`src/common/sar_seq_pkg.sv`:
```
// package of constants and types for the conversion sequencer
// What this block does
// convert strobe rising edge starts conversion
// open ground switches, then ground arrays
// two identical fourteen element arrays
// binary search, msb first, comparator decides
// back to acquisition, result and busy
// internal clock paces bits, no serial clock
// straight binary unsigned result code
// over range saturates at all ones
// under range saturates at all zeros
// power down after every conversion
// conversion ignores later strobe changes
// result belongs to same conversion
// latch serial mode input at strobe edge
// hold old result, update with completion
`default_nettype none
package sar_seq_pkg;
  localparam int RES_BITS = 14;                    // result width
  localparam logic [13:0] CODE_ZERO = 14'h0000;    // reset result
  localparam logic [13:0] CODE_FULL = 14'h3fff;    // all ones code
  localparam logic [13:0] CODE_MID  = 14'h2000;    // first trial code
  localparam int SETTLE_NS   = 200;                // comparator settle time per bit
  localparam int CLK_NS      = 100;                // sys_clk period
  localparam int SETTLE_CYC  = (SETTLE_NS + CLK_NS - 1) / CLK_NS;
  localparam logic [3:0] SETTLE_LAST = 4'(SETTLE_CYC - 1);

  // switch drive toward the analog array
  typedef struct packed {
    logic        pos_array_ground_switch;  // high = closed
    logic        neg_array_ground_switch;  // high = closed
    logic        arrays_on_inputs;         // high = sampling inputs
    logic [13:0] bit_to_ref;               // per element: 1 = ref, 0 = gnd
  } switch_drive_t;

  // switch drive words for the fixed steps of the sequence
  localparam switch_drive_t DRIVE_IDLE   = '{1'b1, 1'b1, 1'b1, 14'h0000}; // tracking inputs
  localparam switch_drive_t DRIVE_OPEN   = '{1'b0, 1'b0, 1'b1, 14'h0000}; // grounds open first
  localparam switch_drive_t DRIVE_GROUND = '{1'b0, 1'b0, 1'b0, 14'h0000}; // arrays on ground
endpackage : sar_seq_pkg
`default_nettype wire

```
`src/core/sar_bit_step.sv`:
```
// one binary search step: keep or clear trial bit, set next trial bit
`timescale 1ns/1ps
`default_nettype none
module sar_bit_step (
  // trial state
  input  wire logic [13:0] trial,
  input  wire logic [3:0]  bit_idx,
  // comparator: high = trial too large
  input  wire logic        cmp_high,
  // next trial
  output logic      [13:0] nxt_trial
);
  // clear the tested bit when over, arm the next lower bit
  always_comb begin
    nxt_trial = trial;
    if (cmp_high) begin
      nxt_trial[bit_idx] = 1'b0;
    end
    if (bit_idx != 4'h0) begin
      nxt_trial[bit_idx - 4'h1] = 1'b1;
    end
  end
endmodule : sar_bit_step
`default_nettype wire

```
`src/core/sar_conversion_sequencer.sv`:
```
// conversion sequencer top: strobe, switches, binary search, result
`timescale 1ns/1ps
`default_nettype none
module sar_conversion_sequencer (
  // clock and reset
  input  wire logic                       sys_clk,
  input  wire logic                       rst,
  // host pins
  input  wire logic                       convert_strobe,
  input  wire logic                       serial_mode_input,
  // comparator from analog core
  input  wire logic                       cmp_high,
  input  wire logic                       over_range,
  input  wire logic                       under_range,
  // switch drive
  output sar_seq_pkg::switch_drive_t      sw_ff,
  // results
  output logic [13:0]                     result_ff,
  output logic                            done_ff,
  output logic                            busy_ff,
  output logic                            chain_mode_ff,
  output logic                            power_down_ff
);
  // acquisition, the two switch steps, then trial and settle per bit
  typedef enum logic [2:0] {ACQ, OPEN_SW, GROUND, TRIAL, SETTLE} state_t;
  state_t      state_ff;            // sequencer state
  logic [1:0]  strobe_sync_ff;      // strobe synchroniser
  logic        strobe_prev_ff;      // strobe level one cycle back
  logic [1:0]  mode_sync_ff;        // mode input synchroniser
  logic [13:0] trial_ff;            // code under test
  logic [13:0] nxt_trial;           // step result
  logic [3:0]  bit_ff;              // bit under test
  logic [3:0]  wait_ff;             // settle counter
  logic        strobe_rise;         // strobe edge
  logic        conv_start;          // edge accepted in acquisition
  logic        sample_done;         // last bit decided

  // strobe pin passes two flops; only stage two is read
  always_ff @(posedge sys_clk) begin
    if (rst) begin
      strobe_sync_ff <= 2'h0;
    end else begin
      strobe_sync_ff <= {strobe_sync_ff[0], convert_strobe};
    end
  end

  // mode pin has its own pair, same depth, so both agree at the edge
  always_ff @(posedge sys_clk) begin
    if (rst) begin
      mode_sync_ff <= 2'h0;
    end else begin
      mode_sync_ff <= {mode_sync_ff[0], serial_mode_input};
    end
  end

  // edge detector; resets low to match the idle strobe level
  always_ff @(posedge sys_clk) begin
    if (rst) begin
      strobe_prev_ff <= 1'b0;
    end else begin
      strobe_prev_ff <= strobe_sync_ff[1];
    end
  end

  // rise seen on the synchronised strobe
  assign strobe_rise = strobe_sync_ff[1] & ~strobe_prev_ff;
  // a rise outside acquisition is dropped, never queued
  assign conv_start  = (state_ff == ACQ) && strobe_rise;
  // final settle cycle of bit zero: the code is complete
  assign sample_done = (state_ff == SETTLE) && (wait_ff == 4'h0) && (bit_ff == 4'h0);

  // one search step; the comparator is read only on the last settle cycle
  sar_bit_step u_step (
    .trial     (trial_ff),
    .bit_idx   (bit_ff),
    .cmp_high  (cmp_high),
    .nxt_trial (nxt_trial)
  );

  // main sequence, paced by sys_clk only, never a serial clock
  always_ff @(posedge sys_clk) begin
    if (rst) begin
      state_ff <= ACQ;
      trial_ff <= sar_seq_pkg::CODE_ZERO;
      bit_ff   <= 4'h0;
      wait_ff  <= 4'h0;
    end else begin
      unique case (state_ff)
        ACQ: begin
          // host owns acquisition time; edge starts conversion
          // a strobe that rises early just gives a short acquisition
          if (strobe_rise) begin
            state_ff <= OPEN_SW;
          end
        end
        OPEN_SW: begin
          state_ff <= GROUND;
        end
        GROUND: begin
          trial_ff <= sar_seq_pkg::CODE_MID;
          bit_ff   <= 4'(sar_seq_pkg::RES_BITS - 1);
          state_ff <= TRIAL;
        end
        TRIAL: begin
          wait_ff  <= sar_seq_pkg::SETTLE_LAST;
          state_ff <= SETTLE;
        end
        SETTLE: begin
          // strobe is not looked at here: conversion runs to end
          if (wait_ff != 4'h0) begin
            wait_ff <= wait_ff - 4'h1;
          end else begin
            trial_ff <= nxt_trial;
            if (bit_ff == 4'h0) begin
              state_ff <= ACQ;
            end else begin
              bit_ff   <= bit_ff - 4'h1;
              state_ff <= TRIAL;
            end
          end
        end
      endcase
    end
  end

  // switch drive: ground switches open before arrays leave inputs;
  // each step is its own registered cycle so the order cannot race
  always_ff @(posedge sys_clk) begin
    if (rst) begin
      sw_ff <= sar_seq_pkg::DRIVE_IDLE;
    end else begin
      unique case (state_ff)
        ACQ: begin
          if (strobe_rise) begin
            // step one: grounds open, arrays still hold the sample
            sw_ff <= sar_seq_pkg::DRIVE_OPEN;
          end else begin
            // tracking: grounds closed, arrays on the inputs
            sw_ff <= sar_seq_pkg::DRIVE_IDLE;
          end
        end
        OPEN_SW: begin
          // step two: arrays leave the inputs, all elements on ground
          sw_ff <= sar_seq_pkg::DRIVE_GROUND;
        end
        GROUND: begin
          // keep every element grounded while the first trial loads;
          // the stale code of the last conversion must not show here
          sw_ff <= sar_seq_pkg::DRIVE_GROUND;
        end
        TRIAL, SETTLE: begin
          if (sample_done) begin
            // back to tracking in the same step as done
            sw_ff <= sar_seq_pkg::DRIVE_IDLE;
          end else begin
            // identical drive feeds both arrays
            sw_ff <= sar_seq_pkg::switch_drive_t'{1'b0, 1'b0, 1'b0, trial_ff};
          end
        end
        default: begin
          // unused state codes: park the arrays on their inputs
          sw_ff <= sar_seq_pkg::DRIVE_IDLE;
        end
      endcase
    end
  end

  // result register: old code held, replaced in one step at end
  always_ff @(posedge sys_clk) begin
    if (rst) begin
      result_ff <= sar_seq_pkg::CODE_ZERO;
      done_ff   <= 1'b0;
    end else begin
      // done marks the single cycle in which the new code lands
      done_ff <= sample_done;
      if (sample_done) begin
        // unsigned straight binary; range flags saturate
        if (over_range) begin
          result_ff <= sar_seq_pkg::CODE_FULL;
        end else if (under_range) begin
          result_ff <= sar_seq_pkg::CODE_ZERO;
        end else begin
          result_ff <= nxt_trial;
        end
      end
    end
  end

  // busy covers the conversion, from accepted edge to last decision
  always_ff @(posedge sys_clk) begin
    if (rst) begin
      busy_ff <= 1'b0;
    end else if (conv_start) begin
      busy_ff <= 1'b1;
    end else if (sample_done) begin
      // falls in the same step as done and the new code
      busy_ff <= 1'b0;
    end
  end

  // power down between conversions, with no host command needed;
  // the analog core is only awake while a conversion runs
  always_ff @(posedge sys_clk) begin
    if (rst) begin
      power_down_ff <= 1'b1;
    end else if (conv_start) begin
      // wake at the accepted edge so the first decision is ready
      power_down_ff <= 1'b0;
    end else if (sample_done) begin
      power_down_ff <= 1'b1;
    end
  end

  // mode selection captured at the strobe edge; held for the readout
  always_ff @(posedge sys_clk) begin
    if (rst) begin
      chain_mode_ff <= 1'b0;
    end else if (conv_start) begin
      // a low mode input at the edge selects chain mode
      chain_mode_ff <= ~mode_sync_ff[1];
    end
  end
endmodule : sar_conversion_sequencer
`default_nettype wire

```
`config.mk`:
```
export PLATFORM = sky130hd
export DESIGN_NAME = sar_conversion_sequencer
export DESIGN_NICKNAME = d
export VERILOG_FILES = /design/src/common/sar_seq_pkg.sv /design/src/core/sar_bit_step.sv /design/src/core/sar_conversion_sequencer.sv
export SDC_FILE = /design/constraint.sdc
export NUM_CORES = 1
export LEC_CHECK = 0
export BUFFER_PORTS_ARGS = -buffer_cell sky130_fd_sc_hd__buf_2
export CAP_MARGIN = 0
export CORE_MARGIN = 8
export CORE_UTILIZATION = 51
export DETAILED_ROUTE_END_ITERATION = 10
export PLACE_DENSITY_LB_ADDON = 0.1
export REMOVE_ABC_BUFFERS = 1
export SLEW_MARGIN = 0
export SYNTH_ARGS = -nofsm -noshare
export SYNTH_HDL_FRONTEND = slang
export SYNTH_SLANG_ARGS = --single-unit
export TNS_END_PERCENT = 30
```
`constraint.sdc`:
```
create_clock -name sys_clk -period 1.9 [get_ports sys_clk]
set_clock_uncertainty 0.2 [all_clocks]
set_input_delay 0.095 -clock sys_clk [delete_from_list [all_inputs] [get_ports sys_clk]]
set_output_delay 0.095 -clock sys_clk [all_outputs]
set_load 0.02 [all_outputs]
```
### Word level (Yosys, flattened, before mapping)

Index checks and enable logic that the tools add are counted.

* register bits after elaboration: 65
* output and inout bits: 35

* equality and inequality tests: 8
* bitwise operators: 6
* reductions and logical operators: 19
* add/subtract/negate cells: 2
* mux-type cells: 26
* $lt $le $gt $ge: 4

Operators by type and width (number)
* 2-to-1 mux 14 bit: 5
* case mux 17 bit (3 select lines): 1
* 2-to-1 mux 17 bit: 2
* case mux 14 bit (2 select lines): 1
* case mux 4 bit (2 select lines): 2
* case mux 3 bit (5 select lines): 1
* AND 14 bit: 1
* NOT 14 bit: 1
* bitwise OR 14 bit: 1
* 2-to-1 mux 4 bit: 3
* < comparator 4 x 5 -> 1 bit (second input constant): 2
* demux 1 bit (select 4 bit): 2
* greater-or-equal comparator 4 x 1 -> 1 bit (second input constant): 2
* logical NOT 4 bit: 2
* nonzero test 4 bit: 2
* subtractor 4 x 1 -> 4 bit (second input constant): 2
* equality test 3 x 2 -> 1 bit (second input constant): 2
* 2-to-1 mux 1 bit: 6
* 2-to-1 mux 3 bit: 2
* != test 2 bit (second input constant): 3
* AND reduction 2 bit: 3
* nonzero test 2 bit: 3
* logical AND 1 bit: 5
* OR reduction 2 bit: 2
* 8 further kinds: 9

### Logic depth before layout (Yosys ltp)

* depth in word-level cells: 11
* mapped depth: 8
* mapped depth without buffers: 6

### Hierarchy

Synthesis repeated with hierarchy kept, for this count alone.

* cell total of the unflattened synthesis: 318
* area total of the unflattened synthesis: 2954.1 µm²

Modules (own cells, without submodules)
* sar_conversion_sequencer: times used 1, cells each 264, area each 2529.9 µm²
* sar_bit_step: times used 1, cells each 54, area each 424.2 µm²

### Least setup slack after synthesis

No wires, ideal clock.

* kind: register to register
* start point: reg bit_ff[0]
* end point: reg sw_ff[10] (netlist bit)
* period minus slack after synthesis: 2.052 ns
* stages on the path, launching flop included: 9
* arrival time: 1.738 ns
* setup slack: -0.152 ns
* buffers on the path: 2
* cell sequence: dfxtp_1 inv_1 ha_1 buf_2 or3b_1 o21ai_1 a21oi_1 buf_2 and2_1

* longest elaborated chain between the ends: 4

RTL lines
* start: declaration: RTL line sar_conversion_sequencer.sv:32 `logic [3:0] bit_ff;`
* start signal: assignment: RTL line sar_conversion_sequencer.sv:101 `bit_ff <= 4'(sar_seq_pkg::RES_BITS - 1);`
* start signal: assignment: RTL line sar_conversion_sequencer.sv:117 `bit_ff <= bit_ff - 4'h1;`
* logical NOT 4 bit: RTL line sar_conversion_sequencer.sv:70 `assign sample_done = (state_ff == SETTLE) && (wait_ff == 4'h0) && (bit_ff == 4'h0);`
* logical AND 1 bit: RTL line sar_conversion_sequencer.sv:70
* 2-to-1 mux 17 bit: RTL line sar_conversion_sequencer.sv:152 `if (sample_done) begin`
* case mux 17 bit (3 select lines): RTL line sar_conversion_sequencer.sv:132 `unique case (state_ff)`
* end signal: assignment: RTL line sar_conversion_sequencer.sv:136 `sw_ff <= sar_seq_pkg::DRIVE_OPEN;`
* end signal: assignment: RTL line sar_conversion_sequencer.sv:154 `sw_ff <= sar_seq_pkg::DRIVE_IDLE;`
* end signal: assignment: RTL line sar_conversion_sequencer.sv:157 `sw_ff <= sar_seq_pkg::switch_drive_t'{1'b0, 1'b0, 1'b0, trial_ff};`
* end: declaration: RTL line sar_conversion_sequencer.sv:16 `output sar_seq_pkg::switch_drive_t sw_ff,`

Every way passes these cells.
A chain may end at the register's enable or synchronous reset.

### Worst setup path in the final report

* start point: reg wait_ff[1]
* end point: reg result_ff[4]

* longest elaborated chain between the ends: 3

RTL lines
* start: declaration: RTL line sar_conversion_sequencer.sv:33 `logic [3:0] wait_ff;`
* start signal: assignment: RTL line sar_conversion_sequencer.sv:105 `wait_ff <= sar_seq_pkg::SETTLE_LAST;`
* start signal: assignment: RTL line sar_conversion_sequencer.sv:111 `wait_ff <= wait_ff - 4'h1;`
* logical NOT 4 bit: RTL line sar_conversion_sequencer.sv:70
* logical AND 1 bit (2 in a row): RTL line sar_conversion_sequencer.sv:70
* end signal: assignment: RTL line sar_conversion_sequencer.sv:171 `result_ff <= sar_seq_pkg::CODE_ZERO;`
* end signal: assignment: RTL line sar_conversion_sequencer.sv:179 `result_ff <= sar_seq_pkg::CODE_FULL;`
* end signal: assignment: RTL line sar_conversion_sequencer.sv:181 `result_ff <= sar_seq_pkg::CODE_ZERO;`
* end: declaration: RTL line sar_conversion_sequencer.sv:18 `output logic [13:0] result_ff,`

Every way passes these cells.

==> flow_metrics.py <==
metrics = {
    "setup_path": {
        "worst_setup_path_end_kind": "register",
        "path_cells": "inv_2, ha_4, or3b_4, nor4_4, buf_6, a31o_1, a21o_1",
        "cp_slowest_stage_delay_ps": 430,
        "crit_path_start_kind": "register",
        "crit_required_ps": 2000,
        "critPathSlowestCell": "or3b_4",
        "r2r_setup_slack_ps": -20,
        "critPathMaxFanout": 6,
        "cp.arrival_ps": 2020,
        "crit_type": "reg2reg",
    },
    "floorplan": {
        "die_y_um": 90.0,
        "die_x_um": 90.0,
        "die-area_um2": 8100,
        "core_area_um2": 5410,
        "initial_core_util": 0.517,
        "ioPinCount": 42,
        "rows": 27,
    },
    "pwr": {
        "p_leak_nw": 1.61,
        "netSwitchingPower_mw": 0.655,
        "p_clk_frac": 0.497,
        "power_frac_comb": 0.045,
        "power_frac_seq": 0.458,
        "finalPower_mw": 2.98,
        "power_density_nw_per_um2": 787,
        "switching_share": 0.220,
        "vdd.ir_drop.worst_mv": 0.459,
        "internal-power_mw": 2.32,
    },
    "global_route": {
        "antenna_found_initial": 0,
        "grt_pass1_vias": 2457,
        "grt_max_degree": 24,
        "grt.overflow.total": 0,
        "grtUsageTotal": 0.179,
        "grt_pass1_wl_um": 11800,
    },
    "yosys": {
        "synthAdderAreaFrac": 0.0269,
        "synth_xor_area_frac": 0.00627,
        "yosysWarnings": 0,
        "synthesis.area_um2": 2790,
        "synth_edf_count": 0,
        "synth_area_leaders": "dfxtp_1, and2_1, o21ai_0",
        "synthFlopType": "dfxtp_1",
        "synth_cell_type_count": 54,
        "seq_area_frac_synth": 0.459,
        "yosysTopAreaCell": "dfxtp_1",
        "synth.top_cell.area_share": 0.459,
        "synth-compound-area-share": 0.206,
        "synth_top_family_by_area": "simple AND/OR/NAND/NOR gates",
        "synthCells": 301,
        "synth_simple_gate_area_share": 0.247,
        "yosys-top-cells-count": "dfxtp_1, nand2_1, nor2_1, o21ai_0, and2_1",
        "async_flop_share": 0,
        "synth_seq_cells": 64,
        "synth_most_common_cell": "dfxtp_1",
        "avgSynthCellArea_um2": 9.28,
        "muxShareOfSynthArea": 0.00806,
    },
    "drt": {
        "drc_errors": 0,
        "drtIter0Drc": 130,
        "wirelength_um": 7140,
        "vias": 2450,
        "drtPass1Iterations": 4,
        "vias_per_cell": 5.30,
        "ant_nets": 0,
        "wl_per_cell_um": 15.4,
    },
    "sta": {
        "finalMaxSlewViolations": 0,
        "slew_headroom": 0.723,
        "worstMarginPinSlew_ps": 415,
        "rsz0062_at_grt": "yes",
        "hold_viol_final": 0,
        "fin_ws_ps": -21.4,
        "fmaxAchievable_mhz": 520,
        "period_minus_slack_ps": 1920,
        "setup_tns_ps": -44.5,
        "fin_crit_sh": 1.01,
        "setup_viol": 6,
    },
    "clocking": {
        "cts_max_path_buffers": 2,
        "cts_max_level": 3,
        "cts_root_buf": "clkbuf_8",
        "clock_sink_count": 64,
        "path_clk_slew_ps": 80,
        "clkLatencyLatePin_ps": 350,
        "cts_made_buffers": 9,
        "cts_tree": "done",
    },
    "layout": {
        "antennaDiodeCount": 0,
        "drive_above_1_share": 0.367,
        "syn2layout_area_growth_pct": 35.5,
        "fin_nets": 398,
    },
    "hold_path": {
        "min_path_type": "in2reg",
    },
    "run_status": {
        "outcome": "finished with violations",
        "violations": "setup timing",
    },
    "place": {
        "place_congestion": 0.827,
        "dp_hpwl_um": 4980,
        "io_buffers": 41,
    },
    "run": {
        "cap_viol_max_count": 0,
    },
}
==> final cells by class <==
class / count / area [um^2]
Fill cell: 442 / 1620
Multi-Input combinational cell: 208 / 1480
Sequential cell: 64 / 1290
Timing Repair Buffer: 94 / 644
Clock buffer: 10 / 138
Clock inverter: 6 / 115
Tap cell: 72 / 90.1
Inverter: 8 / 30.0
==> worst paths after layout <==
path,start,to,cells after the start
worst max register to register,wait_ff[1],result_ff[4],7
worst max-delay path,wait_ff[1],result_ff[4],7
worst min-delay path,cmp_high,result_ff[12],4
worst min register to register,mode_sync_ff[1],chain_mode_ff,1
==> worst max-delay path: cells and delay by family, from the launching register on <==
| family | cells | cell delay [ps] |
|---|---|---|
| simple gates | 2 | 780 |
| flops | 1 | 330 |
| buf+inv | 2 | 260 |
| compound gates | 2 | 180 |
| fa+ha+maj | 1 | 130 |
==> logic make-up after synthesis <==
| logic type | count (synthesis) |
|---|---|
| and+or+nand+nor | 111 |
| xor gates and xnor gates | 2 |
| AOI/OAI and AO/OA | 87 |
| adders and majority gates | 6 |
| DFF | 64 |
| muxes | 2 |
| buffers and inverters | 29 |
==> power by group through the flow <==
stage	Combinational, mW	Sequential, mW	Clock [mW]
final	0.133	1.36	1.48
after global routing	0.145	1.37	1.55
after detailed placement	0.118	1.39	0
after CTS	0.130	1.36	1.50
after global placement	0.116	1.39	0
after floorplan	0.0467	1.41	0
==> per-layer routing <==
| metal | vias up | GRT usage | routed length [um] |
|---|---|---|---|
| met2 | 42 | 0.306 | 3570 |
| met5 | - | 0 | 0 |
| li1 | 1248 | - | - |
| met3 | 16 | 0.0590 | 298 |
| met4 | 0 | 0.0971 | 207 |
| met1 | 1144 | 0.191 | 3060 |
==> sequential cells by signal (all words and copies together) (netlist names) <==
signal	count
trial_ff	14
strobe_sync_ff	2
sw_ff	16
chain_mode_ff	1
strobe_prev_ff	1
mode_sync_ff	2
wait_ff	4
power_down_ff	1
state_ff	3
bit_ff	4
busy_ff	1
done_ff	1
result_ff	14
==> stage by stage <==
step / utilization / hold WS [ps] / std cells / area [um^2] / worst slack (ps)
floorplan: - / -35.9 / 280 / 2690 / -384
global placement: 0.620 / 108 / 438 / 3350 / -92.6
detailed placement: 0.620 / 111 / 438 / 3350 / -111
CTS: 0.686 / 54.7 / 459 / 3710 / -40.3
global route: 0.700 / 79.3 / 462 / 3780 / -117
finish: 0.700 / 63.3 / 462 / 3780 / -21.4
==> layout by cell type (no fill, tap or decap), types with 3 or more instances in the layout <==
cell,netlist,routed
a31oi_1,7,7
nor3_1,7,7
nor2_1,17,16
nor2b_1,9,9
dlygate4sd3_1,0,5
clkbuf_8,0,10
ha_1,6,3
nand4_1,4,4
bufinv_16,0,3
a22o_1,6,6
and2_1,16,16
a21oi_1,14,11
nand2_1,17,16
inv_2,0,4
buf_4,1,45
or3_1,5,4
nand2b_1,5,5
a211oi_1,8,7
a21o_1,4,4
inv_1,8,4
buf_2,10,41
o21ai_0,17,15
nand3b_1,3,3
o211ai_1,3,3
dfxtp_2,0,5
nand3_1,6,6
o21ai_1,7,9
nor3b_4,1,3
dfxtp_1,64,59
==> timing repair <==
item                       CTS  global route
setup buffers                0             2
hold endpoints to repair    12             0
resized for setup           14            20
setup endpoints to repair   44            46
gates cloned                 0             1
pin swaps                    1             6
hold buffers                 5             0
Note: power is estimated with default switching activity, not from simulation.
